===== src/shared/ubm_pkg.sv =====
// constants, register map and state types of the serial buffer, modem and irq block
// Function
// - modem status bits show inverted low-true pins
// - any modem pin change sets modem-change bit
// - modem change interrupts only with both enables
// - clear-to-send false blocks new character start
// - receiver handles 5 to 8 bits, right-justified
// - first received data bit lands in bit 0
// - unused upper received bits read as zero
// - bit sampling phase aligned to start bit
// - finished character loads holding, sets ready
// - full receive fifo plus new character sets overrun
// - transmit byte waits until serializer empty
// - transmitter uses receiver length, ignores upper bits
// - transmit bit 0 goes out first
// - empty pin tracks holding; complete needs both
// - modem status read clears change detector only
// - status interrupts fire on rising edges only
// - status read clears bits, pins unchanged
// - reset sets complete bit and its edge
// - status set deferred to read trailing edge
// - recurring set bit during read gets cleared
// - global enable false holds interrupt low
// - complete interrupts; ready and empty never do
package ubm_pkg;

  // ---------------------------------------------------------------
  // register select codes
  // ---------------------------------------------------------------
  localparam logic [1:0] SEL_DATA  = 2'h0;
  localparam logic [1:0] SEL_LINE  = 2'h1;
  localparam logic [1:0] SEL_MODEM = 2'h2;

  // ---------------------------------------------------------------
  // field positions
  // ---------------------------------------------------------------
  localparam int ST_DR   = 0;
  localparam int ST_TRANSMIT_HOLDING_EMPTY = 1;
  localparam int ST_TC   = 2;
  localparam int ST_OVR  = 3;
  localparam int ST_FRM  = 4;
  localparam int ST_MS   = 5;
  localparam int ST_W    = 6;
  localparam int LC_LEN  = 0;
  localparam int LC_STOP = 2;
  localparam int MC_DTR  = 0;
  localparam int MC_RTS  = 1;
  localparam int MC_MODEM_IRQ_ENABLE = 2;
  localparam int MC_GLOBAL_IRQ_ENABLE = 3;

  // ---------------------------------------------------------------
  // reset values and masks
  // ---------------------------------------------------------------
  localparam logic [5:0] ST_RESET   = 6'h06;
  localparam logic [5:0] EDGE_RESET = 6'h04;
  localparam logic [5:0] IRQ_MASK   = 6'h1c;
  localparam logic [7:0] LC_RESET   = 8'h03;
  localparam logic [7:0] MC_RESET   = 8'h00;

  // ---------------------------------------------------------------
  // timing in 16x ticks
  // ---------------------------------------------------------------
  localparam logic [3:0] TICK_LAST = 4'hf;
  localparam logic [3:0] TICK_MID  = 4'h7;

  typedef enum logic [1:0] {RX_IDLE, RX_START, RX_DATA, RX_STOP} ubm_rx_e;
  typedef enum logic [1:0] {TX_IDLE, TX_START, TX_DATA, TX_STOP} ubm_tx_e;

endpackage : ubm_pkg


===== src/core/ubm_core.sv =====
// receive/transmit buffering, modem sensing and interrupt logic with its fifo
`timescale 1ns/1ns

module ubm_fifo #(
  parameter int W = 8,
  parameter int D = 4
) (
  // clock and reset
  input  wire logic         clock,
  input  wire logic         rst,
  // fill side
  input  wire logic         in_valid,
  output logic              in_ready,
  input  wire logic [W-1:0] in_data,
  // drain side
  output logic              out_valid,
  input  wire logic         out_ready,
  output logic [W-1:0]      out_data
);
  localparam int AW = $clog2(D);

  if (D < 2 || (1 << AW) != D) begin : g_chk
    $error("fifo depth must be a power of two of at least 2");
  end

  logic [W-1:0] mem [D];
  logic [AW-1:0] wr_ptr;
  logic [AW-1:0] rd_ptr;
  logic [AW:0]   count;
  logic          push;
  logic          pop;

  assign in_ready  = (count != D[AW:0]);
  assign out_valid = (count != '0);
  assign out_data  = mem[rd_ptr];
  assign push      = in_valid & in_ready;
  assign pop       = out_valid & out_ready;

  always_ff @(posedge clock) begin
    if (push) begin
      mem[wr_ptr] <= in_data;
    end
  end

  always_ff @(posedge clock) begin
    if (rst) begin
      wr_ptr <= '0;
      rd_ptr <= '0;
      count  <= '0;
    end else begin
      wr_ptr <= wr_ptr + AW'(push);
      rd_ptr <= rd_ptr + AW'(pop);
      count  <= count + (AW+1)'(push) - (AW+1)'(pop);
    end
  end
endmodule : ubm_fifo

module ubm_core #(
  parameter int FIFO_DEPTH = 4
) (
  // clock and reset
  input  wire logic       clock,
  input  wire logic       rst,
  // processor bus
  input  wire logic       cs_n,
  input  wire logic       rd_n,
  input  wire logic       wr_n,
  input  wire logic [1:0] sel,
  input  wire logic [7:0] data_in,
  output logic [7:0]      data_out,
  output logic            data_oe,
  // 16x bit clock enable
  input  wire logic       baud_tick16,
  // serial and modem lines
  input  wire logic       serial_in_pin,
  output logic            serial_out_pin,
  input  wire logic       cts_n,
  input  wire logic       dsr_n,
  output logic            rts_n,
  output logic            dtr_n,
  // request pins
  output logic            data_ready_flag,
  output logic            transmit_holding_empty,
  output logic            interrupt_output
);
  // ---------------------------------------------------------------
  // bus strobes
  // ---------------------------------------------------------------
  logic       rd_act;
  logic       rd_d;
  logic       wr_d;
  logic [1:0] rd_sel;
  logic       rd_end;
  logic       wr_start;
  logic       usr_end;
  logic       msr_end;
  logic       rhr_end;
  logic       reading;
  logic [7:0] line_control_reg;
  logic [7:0] modem_control_reg;
  logic [7:0] receive_holding;
  logic [7:0] transmit_holding;
  logic [5:0] uart_status_reg;
  logic [1:0] modem_line_status;

  assign rd_act   = ~cs_n & ~rd_n;
  assign rd_end   = rd_d & ~rd_act;
  assign wr_start = ~cs_n & ~wr_n & ~wr_d;
  assign usr_end  = rd_end && rd_sel == ubm_pkg::SEL_LINE;
  assign msr_end  = rd_end && rd_sel == ubm_pkg::SEL_MODEM;
  assign rhr_end  = rd_end && rd_sel == ubm_pkg::SEL_DATA;
  assign reading  = rd_act && (sel == ubm_pkg::SEL_LINE || sel == ubm_pkg::SEL_MODEM);

  always_ff @(posedge clock) begin
    if (rst) begin
      rd_d   <= 1'b0;
      wr_d   <= 1'b0;
      rd_sel <= ubm_pkg::SEL_DATA;
    end else begin
      rd_d   <= rd_act;
      wr_d   <= ~cs_n & ~wr_n;
      rd_sel <= rd_act ? sel : rd_sel;
    end
  end

  always_ff @(posedge clock) begin
    if (rst) begin
      line_control_reg  <= ubm_pkg::LC_RESET;
      modem_control_reg <= ubm_pkg::MC_RESET;
    end else if (wr_start && sel == ubm_pkg::SEL_LINE) begin
      line_control_reg  <= data_in;
    end else if (wr_start && sel == ubm_pkg::SEL_MODEM) begin
      modem_control_reg <= data_in;
    end
  end

  always_ff @(posedge clock) begin
    if (rst) begin
      data_out <= 8'h00;
      data_oe  <= 1'b0;
    end else begin
      data_oe <= rd_act;
      unique case (sel)
        ubm_pkg::SEL_DATA:  data_out <= receive_holding;
        ubm_pkg::SEL_LINE:  data_out <= {2'h0, uart_status_reg};
        ubm_pkg::SEL_MODEM: data_out <= {6'h00, modem_line_status};
        default:            data_out <= 8'h00;
      endcase
    end
  end

  // ---------------------------------------------------------------
  // modem lines
  // ---------------------------------------------------------------
  logic ms_event;
  logic ms_detect;
  assign ms_event = modem_line_status != {~dsr_n, ~cts_n};

  always_ff @(posedge clock) begin
    if (rst) begin
      modem_line_status <= 2'h0;
      ms_detect         <= 1'b0;
      rts_n             <= 1'b1;
      dtr_n             <= 1'b1;
    end else begin
      modem_line_status <= {~dsr_n, ~cts_n};
      ms_detect         <= ms_event | (ms_detect & ~msr_end);
      rts_n             <= ~modem_control_reg[ubm_pkg::MC_RTS];
      dtr_n             <= ~modem_control_reg[ubm_pkg::MC_DTR];
    end
  end

  a_ms_change: assert property (@(posedge clock) disable iff (rst)
    {dsr_n, cts_n} != $past({dsr_n, cts_n}) |=> ms_detect)
    else $error("modem pin change not detected");

  // ---------------------------------------------------------------
  // receiver
  // ---------------------------------------------------------------
  ubm_pkg::ubm_rx_e rx_state;
  logic [3:0] rx_cnt;
  logic [2:0] rx_bit;
  logic [7:0] rx_sh;
  logic       rx_done;
  logic       rx_ready;
  logic       fifo_valid;
  logic [7:0] fifo_data;
  logic       rh_full;
  logic [2:0] last_bit;
  assign last_bit = 3'h4 + {1'b0, line_control_reg[ubm_pkg::LC_LEN +: 2]};
  assign rx_done  = rx_state == ubm_pkg::RX_STOP && baud_tick16 && rx_cnt == ubm_pkg::TICK_LAST;

  always_ff @(posedge clock) begin
    if (rst) begin
      rx_state <= ubm_pkg::RX_IDLE;
      rx_cnt   <= 4'h0;
      rx_bit   <= 3'h0;
      rx_sh    <= 8'h00;
    end else if (baud_tick16) begin
      rx_cnt <= rx_cnt + 4'h1;
      unique case (rx_state)
        ubm_pkg::RX_IDLE: begin
          rx_cnt <= 4'h0;
          if (!serial_in_pin) begin
            rx_state <= ubm_pkg::RX_START;
          end
        end
        ubm_pkg::RX_START: begin
          // phase set at start bit centre
          if (rx_cnt == ubm_pkg::TICK_MID) begin
            rx_cnt   <= 4'h0;
            rx_bit   <= 3'h0;
            rx_sh    <= 8'h00;
            rx_state <= serial_in_pin ? ubm_pkg::RX_IDLE : ubm_pkg::RX_DATA;
          end
        end
        ubm_pkg::RX_DATA: begin
          if (rx_cnt == ubm_pkg::TICK_LAST) begin
            rx_sh[rx_bit] <= serial_in_pin;
            rx_bit        <= rx_bit + 3'h1;
            if (rx_bit == last_bit) begin
              rx_state <= ubm_pkg::RX_STOP;
            end
          end
        end
        ubm_pkg::RX_STOP: begin
          if (rx_cnt == ubm_pkg::TICK_LAST) begin
            rx_state <= ubm_pkg::RX_IDLE;
          end
        end
      endcase
    end
  end

  a_rx_upper_zero: assert property (@(posedge clock) disable iff (rst)
    rx_done && line_control_reg[1:0] == 2'h0 |-> rx_sh[7:5] == 3'h0)
    else $error("unused receive bits not zero");

  ubm_fifo #(.W(8), .D(FIFO_DEPTH)) u_rx_fifo (
    .clock     (clock),
    .rst       (rst),
    .in_valid  (rx_done),
    .in_ready  (rx_ready),
    .in_data   (rx_sh),
    .out_valid (fifo_valid),
    .out_ready (~rh_full),
    .out_data  (fifo_data)
  );

  always_ff @(posedge clock) begin
    if (rst) begin
      receive_holding <= 8'h00;
      rh_full         <= 1'b0;
    end else if (!rh_full && fifo_valid) begin
      receive_holding <= fifo_data;
      rh_full         <= 1'b1;
    end else if (rhr_end) begin
      rh_full <= 1'b0;
    end
  end

  // ---------------------------------------------------------------
  // transmitter
  // ---------------------------------------------------------------
  ubm_pkg::ubm_tx_e tx_state;
  logic [3:0] tx_cnt;
  logic [2:0] tx_bit;
  logic [7:0] tx_sh;
  logic       tx_stop2;
  logic       thr_full;
  logic       tx_load;
  logic       tx_end;
  assign tx_load = tx_state == ubm_pkg::TX_IDLE && thr_full && !cts_n;
  assign tx_end  = tx_state == ubm_pkg::TX_STOP && baud_tick16
                   && tx_cnt == ubm_pkg::TICK_LAST && !tx_stop2;

  always_ff @(posedge clock) begin
    if (rst) begin
      transmit_holding <= 8'h00;
      thr_full         <= 1'b0;
    end else if (wr_start && sel == ubm_pkg::SEL_DATA) begin
      transmit_holding <= data_in;
      thr_full         <= 1'b1;
    end else if (tx_load) begin
      thr_full <= 1'b0;
    end
  end

  always_ff @(posedge clock) begin
    if (rst) begin
      tx_state       <= ubm_pkg::TX_IDLE;
      tx_cnt         <= 4'h0;
      tx_bit         <= 3'h0;
      tx_sh          <= 8'h00;
      tx_stop2       <= 1'b0;
      serial_out_pin <= 1'b1;
    end else if (tx_load) begin
      tx_state <= ubm_pkg::TX_START;
      tx_cnt   <= 4'h0;
      tx_bit   <= 3'h0;
      tx_sh    <= transmit_holding;
      tx_stop2 <= line_control_reg[ubm_pkg::LC_STOP];
    end else if (baud_tick16 && tx_state != ubm_pkg::TX_IDLE) begin
      tx_cnt <= tx_cnt + 4'h1;
      unique case (tx_state)
        ubm_pkg::TX_START: serial_out_pin <= 1'b0;
        ubm_pkg::TX_DATA:  serial_out_pin <= tx_sh[tx_bit];
        default:           serial_out_pin <= 1'b1;
      endcase
      if (tx_cnt == ubm_pkg::TICK_LAST) begin
        unique case (tx_state)
          ubm_pkg::TX_START: tx_state <= ubm_pkg::TX_DATA;
          ubm_pkg::TX_DATA: begin
            tx_bit <= tx_bit + 3'h1;
            if (tx_bit == last_bit) begin
              tx_state <= ubm_pkg::TX_STOP;
            end
          end
          default: begin
            tx_stop2 <= 1'b0;
            if (!tx_stop2) begin
              tx_state <= ubm_pkg::TX_IDLE;
            end
          end
        endcase
      end
    end
  end

  a_cts_hold: assert property (@(posedge clock) disable iff (rst)
    tx_state == ubm_pkg::TX_IDLE && cts_n |=> tx_state == ubm_pkg::TX_IDLE)
    else $error("character started with clear-to-send false");

  // ---------------------------------------------------------------
  // status bits, edge detectors, interrupt
  // ---------------------------------------------------------------
  logic [5:0] ev;
  logic [5:0] pend;
  logic [5:0] st_d;
  logic [5:0] edge_det;
  assign ev[ubm_pkg::ST_DR]   = !rh_full && fifo_valid;
  assign ev[ubm_pkg::ST_TRANSMIT_HOLDING_EMPTY] = tx_load;
  // complete only when both stages empty
  assign ev[ubm_pkg::ST_TC]   = tx_end && !thr_full;
  // overrun when character cannot be kept
  assign ev[ubm_pkg::ST_OVR]  = rx_done && !rx_ready;
  assign ev[ubm_pkg::ST_FRM]  = rx_done && !serial_in_pin;
  assign ev[ubm_pkg::ST_MS]   = ms_event;

  for (genvar i = 0; i < ubm_pkg::ST_W; i++) begin : g_st
    always_ff @(posedge clock) begin
      if (rst) begin
        uart_status_reg[i] <= ubm_pkg::ST_RESET[i];
      end else if (usr_end) begin
        uart_status_reg[i] <= ~uart_status_reg[i] & (pend[i] | ev[i]);
      end else if (msr_end) begin
        uart_status_reg[i] <= uart_status_reg[i] | pend[i] | ev[i];
      end else if (!reading) begin
        uart_status_reg[i] <= uart_status_reg[i] | ev[i];
      end
    end

    always_ff @(posedge clock) begin
      if (rst) begin
        pend[i] <= 1'b0;
      end else if (rd_end) begin
        pend[i] <= 1'b0;
      end else if (reading) begin
        pend[i] <= pend[i] | ev[i];
      end
    end

    always_ff @(posedge clock) begin
      if (rst) begin
        st_d[i]     <= ubm_pkg::ST_RESET[i];
        edge_det[i] <= ubm_pkg::EDGE_RESET[i];
      end else begin
        st_d[i] <= uart_status_reg[i];
        if (uart_status_reg[i] && !st_d[i]) begin
          edge_det[i] <= 1'b1;
        end else if (usr_end) begin
          edge_det[i] <= 1'b0;
        end
      end
    end
  end

  always_ff @(posedge clock) begin
    if (rst) begin
      data_ready_flag        <= 1'b0;
      transmit_holding_empty <= 1'b1;
      interrupt_output       <= 1'b0;
    end else begin
      // ready and empty pins follow buffers, not status reads
      data_ready_flag        <= rh_full;
      transmit_holding_empty <= ~thr_full;
      interrupt_output <= modem_control_reg[ubm_pkg::MC_GLOBAL_IRQ_ENABLE]
        & (|(edge_det & ubm_pkg::IRQ_MASK)
           | (modem_control_reg[ubm_pkg::MC_MODEM_IRQ_ENABLE] & ms_detect));
    end
  end

  a_irq_off: assert property (@(posedge clock) disable iff (rst)
    !modem_control_reg[ubm_pkg::MC_GLOBAL_IRQ_ENABLE] |=> !interrupt_output)
    else $error("interrupt raised with global enable off");

  a_tc_reset: assert property (@(posedge clock)
    rst |=> uart_status_reg[ubm_pkg::ST_TC] && edge_det[ubm_pkg::ST_TC])
    else $error("reset did not set complete bit and edge");

  a_usr_clear: assert property (@(posedge clock) disable iff (rst)
    usr_end && uart_status_reg[ubm_pkg::ST_DR] |=> !uart_status_reg[ubm_pkg::ST_DR])
    else $error("status read did not clear ready bit");

  a_read_defer: assert property (@(posedge clock) disable iff (rst)
    reading ##1 reading |-> $stable(uart_status_reg))
    else $error("status bit changed during read");

  a_pin_kept: assert property (@(posedge clock) disable iff (rst)
    usr_end && rh_full ##1 !rhr_end |=> data_ready_flag)
    else $error("ready pin dropped by status read");

  a_tc_both: assert property (@(posedge clock) disable iff (rst)
    ev[ubm_pkg::ST_TC] |=> tx_state == ubm_pkg::TX_IDLE && transmit_holding_empty)
    else $error("complete flagged with data pending");

  a_irq_modem: assert property (@(posedge clock) disable iff (rst)
    ms_detect && !modem_control_reg[ubm_pkg::MC_MODEM_IRQ_ENABLE]
    && !(|(edge_det & ubm_pkg::IRQ_MASK)) |=> !interrupt_output)
    else $error("modem interrupt without modem enable");

endmodule : ubm_core


===== config.mk =====
export PLATFORM = sky130hd
export DESIGN_NAME = ubm_core
export DESIGN_NICKNAME = d
export VERILOG_FILES = /design/src/shared/ubm_pkg.sv /design/src/core/ubm_core.sv
export SDC_FILE = /design/constraint.sdc
export NUM_CORES = 1
export LEC_CHECK = 0
export BUFFER_PORTS_ARGS = -buffer_cell sky130_fd_sc_hd__buf_2
export CAP_MARGIN = 40
export CORE_UTILIZATION = 41
export DETAILED_ROUTE_END_ITERATION = 8
export GPL_TIMING_DRIVEN = 0
export PLACE_DENSITY = 0.61
export SYNTH_ARGS = -nofsm -noshare
export SYNTH_HDL_FRONTEND = slang
export SYNTH_SLANG_ARGS = --single-unit

===== constraint.sdc =====
create_clock -name clock -period 3.1 [get_ports clock]
set_input_delay 0.465 -clock clock [delete_from_list [all_inputs] [get_ports clock]]
set_output_delay 0.465 -clock clock [all_outputs]
set_load 0.01 [all_outputs]

; Word level (Yosys, flattened, before mapping)
; Memory sizes are Yosys's and may differ from the RTL's. A register that Yosys moved wholly into a read port is not among the register bits.
; Index checks and enable logic that the tools add are counted.
[totals]
n_memories = 1
word_cells = 268
input_bits = 19
register_bits = 98
mem_bits_rw = 32
out_inout_bits = 15
[op_classes]
n_bitwise = 61
eq_ne = 28
magnitude_cmp = 3
n_addsub = 9
mux = 59
reduce_logical = 59
[mem_list]
columns = name, depth, width, rd, rd_ports_with_merged_regs, write_ports, line_no
row1 = u_rx_fifo.mem, 4, 8, 1, 1, 1, ubm_core.sv:26  ; logic [W-1:0] mem [D];
[ops]
columns = op, n
row1 = $mux 1, 36
row2 = $or 1x1->1, 26
row3 = $pmux 8 s3, 1
row4 = $logic_and 1x1->1, 23
row5 = $not 1->1, 20
row6 = $mux 2, 8
row7 = $mux 8, 2
row8 = $pmux 8 s2, 1
row9 = $reduce_bool 2->1, 8
row10 = $and 1x1->1, 15
row11 = $eq 2x2->1 const B, 6
row12 = $reduce_and 4->1, 3
row13 = $ne 2x2->1 const B, 5
row14 = $logic_not 1->1, 9
row15 = $ne 3x3->1 const B, 3
row16 = $add 4x1->4 const B, 2
row17 = $bwmux 8, 1
row18 = $eq 2x1->1 const B, 4
row19 = $eq 4x4->1 const B, 2
row20 = $logic_not 2->1, 4
row21 = $lt 3x4->1 const B, 2
row22 = $pmux 2 s4, 1
row23 = $pmux 4 s2, 1
row24 = $reduce_or 2->1, 4
row25 = 25 further kinds, 32

; Logic depth before layout (Yosys ltp)
; Gate-level depths: netlist of run 1.
[depth]
ltp_word = 9
mapped_depth = 9
mapped_depth_nobuf = 9

; By module
; Synthesis of run 1 repeated with hierarchy kept, for this count alone.
[unflattened]
hier_cells = 542
hier_area_um2 = 5629.1
[modules_own_cells]
columns = mod, cells_each, area_per_inst_um2, seq_area_each_um2, n_inst
row1 = ubm_core, 464, 4131.5, 1981.9, 1
row2 = ubm_fifo, 78, 1497.7, 1101.1, 1

; Least setup slack after synthesis of run 1
; No wires, ideal clock.
[synth_timing]
path_kind = flip-flop to flip-flop
from = register rx_cnt[0]
to = memory u_rx_fifo.mem[0][0], enable pin
required_ps = 2715
path_slack_ps = 952
t_arrival_ps = 1763
path_buffers = 0
path_stages_with_launch = 5
setup_time_ps = 385
period_less_slack_ps = 2148
cell_sequence = dfxtp_1 > ha_1 > nand3_1 > nor3_1 > nor3b_1
[synth_between]
elab_chain_len = 5
[synth_rtl]
columns = element, line_no
row1 = "start, declared", ubm_core.sv:181  ; logic [3:0] rx_cnt;
row2 = "start signal, assigned", ubm_core.sv:200  ; rx_cnt <= rx_cnt + 4'h1;
row3 = $eq 4x4->1, ubm_core.sv:191  ; assign rx_done = rx_state == ubm_pkg::RX_STOP && baud_tick16 && rx_cnt == ubm_pkg::TICK_LAST;
row4 = $logic_and 1x1->1, ubm_core.sv:191
row5 = $and 1x1->1, ubm_core.sv:36  ; assign push = in_valid & in_ready;
row6 = $mux 1, ubm_core.sv:40  ; if (push) begin
row7 = $mux 1 (implied by the code), ubm_core.sv:41  ; mem[wr_ptr] <= in_data;
row8 = "end, declared", ubm_core.sv:26
; No other way between the ends.

; Worst setup path in the final report of run 1
[layout_timing]
from = register rx_cnt[0]
to = memory u_rx_fifo.mem[0][4], enable pin
; Same word-level chain as after synthesis.

==> qor.yml, run 1 <==
clock_buffers_created_by_tritoncts: 17
route.detailed.drc: 0
grtUsageMet2: 0.298
synth_most_common_cell: "sky130_fd_sc_hd__dfxtp_1"
synth_fp_nets: 579
post_layout_nonfiller_instances: 785
routed_via_density: 5.14
postRouteWirelength_mm: 12.4
hpwl_mm: 8.95
floorplan.io_pins: 34
number_of_antenna_repair_diodes: 0
synth_common_cells: "106 x sky130_fd_sc_hd__dfxtp_1, 87 x sky130_fd_sc_hd__nand2_1, 54 x sky130_fd_sc_hd__a21oi_1"
ir_drop_mv: 0.400
latest_clock_arrival_within_the_worst_skew_pair_ps: 420
cp_top_family: "simple AND/OR/NAND/NOR gates"
yosys_warnings: 0
grt_setup_unrepaired: "false"
die-width_um: 119
postCtsResizedCells: 0
post-cts-setup-buffer-count: 0
rows: 42
synth_edf_count: 32
fill_cells: 1267
gate_count_of_the_mapped_netlist: 543
synth_largest_type_area_fraction: 0.376
seq_area_frac_synth: 0.546
period_share: 0.822
synth-seq-cells: 138
max_stage_delay_ps: 610
cts.hold.buffers_added: 0
grt_util_met1: 0.246
layout_area_overhead_pct: 16.5
largest_reg_flops: 32
yosys-top-cells-area: "sky130_fd_sc_hd__dfxtp_1 38%, sky130_fd_sc_hd__edfxtp_1 17%, sky130_fd_sc_hd__nand2_1 5.8%"
largest_register: "u_rx_fifo.mem"
floorplan_core_area_um2: 13300
fin_hold_ws_ps: 241
report.final.slew_viol_count: 0
power.static_leakage_uw: 0.00258
setup.worst_path.end_class: "flop"
mappedNetlistArea_um2: 5650
dpl_cell_area_um2: 6040
asyncSetResetFlopFracSynth: 0
nets: 632
grtUsageMet3: 0.0522
design.die.area_um2: 14200
outcome: "finished clean"
start_util: 0.423
max_clock_freq_mhz: 393
drt_first_iter_violations: 249
global_route.peak_usage_layer: "met2"
finalSetupTns_ps: 0
synthDominantAreaCellType: "sky130_fd_sc_hd__dfxtp_1"
timing.max_cap.violations: 0
worstHoldPathType: "in -> reg"
synthesis.area_per_instance_um2: 10.4
gr-total-overflow: 0
ordered_cell_list_for_the_critical_path: "ha_1, nand3_1, nor3_1, nor3b_1, buf_2"
period_needed_ps: 2550
gp_congestion: 0.822
drt-pass1-iter-count: 5
clock-sinks: 138
gr_usage_total: 0.188
postSynth.topFlopCell: "sky130_fd_sc_hd__dfxtp_1"
finalClockSkew_ps: 6.25
num_vias: 4033
finalSetupViolCount: 0
placed_cells_incl_taps: 753
yosys.cell_types.count: 59
antenna_found_initial: 0
setup.worst_path.class: "reg -> reg"
max_slew_margin: 0.473
cts_buffer_depth: 2
worstPathArrival_ps: 2670
worst-path-buf-inv: 1
vias_in_the_first_global_route: 3918
maximum_number_of_pins_on_one_net_before_global_route_repair: 17
cp.required_ps: 3220
routed_wire_length_per_instance_um: 15.8
detail-route-antenna-nets: 0
cts_htree_levels: 4
worst-slew-pin-transition_ps: 788
cell_chosen_for_the_clock_root: "sky130_fd_sc_hd__clkbuf_16"
power-per-cell-area_nw_per_um2: 583
drive_gt1_frac: 0.167
crit_fanout: 6
io_buffers: 33
tritoncts_clock_tree: "done"
dieHeight_um: 119
critPathSlowestCell: "sky130_fd_sc_hd__nor3b_1"
timing.final.hold_violations: 0
worst_setup_hold_path_clk_slew_ps: 60
startpoint_type: "flop"
grt_first_pass_wirelength_mm: 20.2
stdcell_area_um2: 6580
[cell type report]
cell class / instances / area (um^2) / area share
inverter: 15 / 56.3 / 0.00856
clock buffer: 19 / 433 / 0.0658
tap: 176 / 220 / 0.0335
sequential: 138 / 3080 / 0.469
buffer: 26 / 154 / 0.0234
multi-input combinational: 364 / 2350 / 0.358
clock inverter: 13 / 108 / 0.0164
timing repair buffer: 34 / 170 / 0.0259
[worst paths after layout]
check / endpoint / slack, ps / depth (start not counted) / startpoint
max: u_rx_fifo.mem[0][4] / 550 / 5 / rx_cnt[0]
min: modem_line_status[1] / 240 / 2 / dsr_n
max reg2reg: u_rx_fifo.mem[0][4] / 550 / 5 / rx_cnt[0]
min reg2reg: rts_n / 380 / 1 / modem_control_reg[1]
[stage by stage]
stage | util | power [uW] | setup WS, ps
finish | 0.493 | 3840 | 553
detailed placement | 0.452 | 2040 | 442
global placement | 0.452 | 2040 | 104
global route | 0.493 | 3970 | 289
floorplan | - | 1980 | 952
CTS | 0.493 | 3860 | 472
[cells by family (layout without fill, tap and decap cells)]
family                     count (synthesis)  after routing  synth area share
adders and majority gates                 17             17            0.0390
buffers and inverters                     41            107            0.0372
muxes                                     21             21            0.0603
AOI/OAI and AO/OA                        108            108             0.121
xor gates and xnor gates                  20             20            0.0310
DFF                                      138            138             0.546
and+or+nand+nor                          198            198             0.165
[routing by layer]
layer / wire [um] / part of all wire
met5: 0 / 0
met4: 140 / 0.011
met3: 563 / 0.045
met2: 5880 / 0.47
met1: 5830 / 0.47
[cell usage in the layout (no fill, tap or decap), drive strengths merged, types with 6 or more instances in the layout]
cell type    n
inv         14
edfxtp      32
mux2i       10
nor3         7
xor2         7
a22oi        9
dfxtp      106
buf         45
a21oi       56
and2         6
clkbuf      34
nor2b       13
xnor2       13
ha          16
o21ai       16
nand2       87
mux4        10
clkinv      10
nor2        43
nand3       15
[power breakdown]
part	total [uW]	leakage [uW]	switching, uW	internal (uW)
logic	143	0.00109	91.5	51.1
clock network	1830	0.000260	740	1090
registers	1860	0.00123	13.1	1850
total	3840	0.00258	845	2990
No activity file was read; power rests on OpenSTA's default activity.
==> run 2: changes to the inputs <==
--- a/config.mk
+++ b/config.mk
@@ -10,7 +10,7 @@
 export CORE_UTILIZATION = 41
 export DETAILED_ROUTE_END_ITERATION = 8
 export GPL_TIMING_DRIVEN = 0
-export PLACE_DENSITY = 0.61
+export PLACE_DENSITY = 0.64
 export SYNTH_ARGS = -nofsm -noshare
 export SYNTH_HDL_FRONTEND = slang
 export SYNTH_SLANG_ARGS = --single-unit
==> constraint.sdc (replaced) <==
create_clock -name clock -period 2.2 [get_ports clock]
set_input_delay 0.33 -clock clock [delete_from_list [all_inputs] [get_ports clock]]
set_output_delay 0.33 -clock clock [all_outputs]
set_load 0.01 [all_outputs]
==> qor.yml, run 2 (synthesis results as in run 1) <==
period_needed_ps: 2090  # -459 ps
stdcell_area_um2: 6670  # +1.4%
vias_in_the_first_global_route: 3968  # +1.3%
tritoncts_clock_tree: "done"
worst_setup_hold_path_clk_slew_ps: 60  # about the same
pwr-share-seq: 0.470  # -0.015
cell_chosen_for_the_clock_root: "sky130_fd_sc_hd__clkbuf_16"
layout_commonest_cell: "sky130_fd_sc_hd__dfxtp_1"
worstPathArrival_ps: 2370  # -300 ps
grtUsageMet3: 0.0465  # -0.00575
io_buffers: 33  # unchanged
layout_area_overhead_pct: 18.1
die-width_um: 119  # unchanged
largest_reg_flops: 32  # unchanged
power-per-cell-area_nw_per_um2: 836  # +43%
clock-sinks: 138  # unchanged
number_of_antenna_repair_diodes: 0  # unchanged
period_share: 0.949  # +0.127
grt_first_pass_wirelength_mm: 20.2  # +0.14%
ordered_cell_list_for_the_critical_path: "nor3_2, or2_1, clkinv_4, ha_1, inv_1, ha_1, fa_1, xnor2_1, nor2_1"
finalClockSkew_ps: 6.11  # -0.146 ps
intPower_uw: 4340  # +45%
nets: 635  # +0.47%
fin_hold_ws_ps: 109  # -132 ps
critPathSlowestCell: "sky130_fd_sc_hd__fa_1"
gr-total-overflow: 0  # unchanged
startpoint_type: "flop"
max_stage_delay_ps: 380  # -230 ps
worst-slew-pin-transition_ps: 652  # -136 ps
fill_cells: 1241  # -2.1%
floorplan.io_pins: 34  # unchanged
setup_slack_placement_ps: -511  # -954 ps
placed_cells_incl_taps: 753  # unchanged
dieHeight_um: 119  # unchanged
timing.critical_path.mode_cell: "sky130_fd_sc_hd__ha_1"
report.final.slew_viol_count: 0  # unchanged
share_comb_of_total_power: 0.036  # about the same
latest_clock_arrival_within_the_worst_skew_pair_ps: 420  # about the same
floorplan_core_area_um2: 13300  # unchanged
postLayoutSetupSlackWorst_ps: 112  # -441 ps
setup.worst_path.class: "reg -> reg"
dpl_cell_area_um2: 6040  # about the same
drive_gt1_frac: 0.183  # +0.0155
p_clk_frac: 0.494  # +0.017
max_clock_freq_mhz: 479  # +22%
gr_usage_total: 0.187  # -0.00165
timing.final.hold_violations: 0  # unchanged
swShare: 0.222  # +0.00176
max_slew_margin: 0.565  # +0.0924
gp_congestion: 0.804  # -2.2%
worstHoldPathType: "in -> reg"
route.detailed.drc: 0  # unchanged
largest_register: "u_rx_fifo.mem"
clock_buffers_created_by_tritoncts: 17  # unchanged
crit_fanout: 4  # -2
detail-route-antenna-nets: 0  # unchanged
drt-pass1-iter-count: 5  # unchanged
routed_wire_length_per_instance_um: 15.9  # +0.78%
cts.hold.buffers_added: 0  # unchanged
power.static_leakage_uw: 0.00260  # +1.0%
post_layout_nonfiller_instances: 788  # +0.38%
setup.reg_to_reg.worst_slack_ps: 110  # -440 ps
postRouteWirelength_mm: 12.6  # +1.2%
ir_drop_mv: 0.498  # +25%
cts_buffer_depth: 2  # unchanged
grtUsageMet2: 0.283  # -0.0149
grt_util_met1: 0.247  # +0.000472
hpwl_mm: 8.79  # -1.8%
timing.max_cap.violations: 0  # unchanged
cp.required_ps: 2480  # -740 ps
design.die.area_um2: 14200  # unchanged
finalSetupViolCount: 0  # unchanged
maximum_number_of_pins_on_one_net_before_global_route_repair: 17  # unchanged
routed_via_density: 5.26  # +2.5%
start_util: 0.423  # unchanged
p_sw_uw: 1240  # +46%
setup.worst_path.end_class: "flop"
outcome: "finished clean"
drt_first_iter_violations: 381  # +53%
global_route.peak_usage_layer: "met2"
rows: 42  # unchanged
antenna_found_initial: 0  # unchanged
final_cell_mix: "106 x sky130_fd_sc_hd__dfxtp_1, 87 x sky130_fd_sc_hd__nand2_1, 54 x sky130_fd_sc_hd__a21oi_1"
num_vias: 4148  # +2.9%
cts_htree_levels: 4  # unchanged
[run 2: cell count changes in the layout (fill, tap and decap cells not counted), moves of 2 or more]
| cell | before | now |
|---|---|---|
| sky130_fd_sc_hd__clkbuf_1 | 14 | 12 |
| sky130_fd_sc_hd__inv_6 | 0 | 3 |
| sky130_fd_sc_hd__buf_4 | 1 | 5 |
| sky130_fd_sc_hd__clkinvlp_2 | 0 | 2 |
| sky130_fd_sc_hd__nor3_1 | 6 | 4 |
| sky130_fd_sc_hd__clkinv_2 | 5 | 2 |
[run 2: worst paths after layout]
path | start | to | cells past startpoint
hold / removal | dsr_n | modem_line_status[1] | 2
hold reg to reg | modem_control_reg[1] | rts_n | 1
setup / recovery | u_rx_fifo.count[1] | u_rx_fifo.count[2] | 9
setup reg to reg | u_rx_fifo.count[1] | u_rx_fifo.count[2] | 9
[run 2: critical path: cells and delay by family, from the launching register on]
kind,cells,cell delay (ps)
adder cells (fa/ha/maj),3,860
AND/OR/NAND/NOR,3,460
flip-flops,1,350
XOR/XNOR,1,170
buffers and inverters,2,120
[run 2: final cells by class]
type / instances / area, um^2 / share of cell area
Sequential cell: 138 / 3080 / 0.462
Multi-Input combinational cell: 364 / 2380 / 0.357
Clock buffer: 17 / 425 / 0.0638
Tap cell: 176 / 220 / 0.0330
Timing Repair Buffer: 37 / 195 / 0.0293
Buffer: 26 / 154 / 0.0231
Clock inverter: 15 / 149 / 0.0223
Inverter: 15 / 61.3 / 0.00919
[run 2: stage by stage]
stage | setup TNS, ps | total power (uW) | utilization
after global placement | -8480 | 2870 | 0.452
after detailed placement | -8080 | 2880 | 0.453
after global routing | -17.9 | 5760 | 0.500
final | 0 | 5580 | 0.500
after floorplan | 0 | 2790 | -
after CTS | 0 | 5630 | 0.497
[run 2: layer usage]
metal	vias to the layer above	routed length (um)
met1	1981	6030
met3	28	567
met5	-	0
met2	123	5650
li1	2016	-
met4	0	314
[run 2: what timing repair did]
item,in CTS,in global routing
gates cloned,0,0
setup endpoints to repair,34,30
resized for setup,6,2
pin swaps,0,2
buffers inserted,0,3
[run 2: power by group through the flow]
stage | Clock (uW) | Combinational [uW] | Sequential, uW
CTS | 2810 | 200 | 2620
finish | 2750 | 200 | 2620
global route | 2920 | 220 | 2620
global placement | 0 | 193 | 2680
detailed placement | 0 | 198 | 2680
floorplan | 0 | 120 | 2670
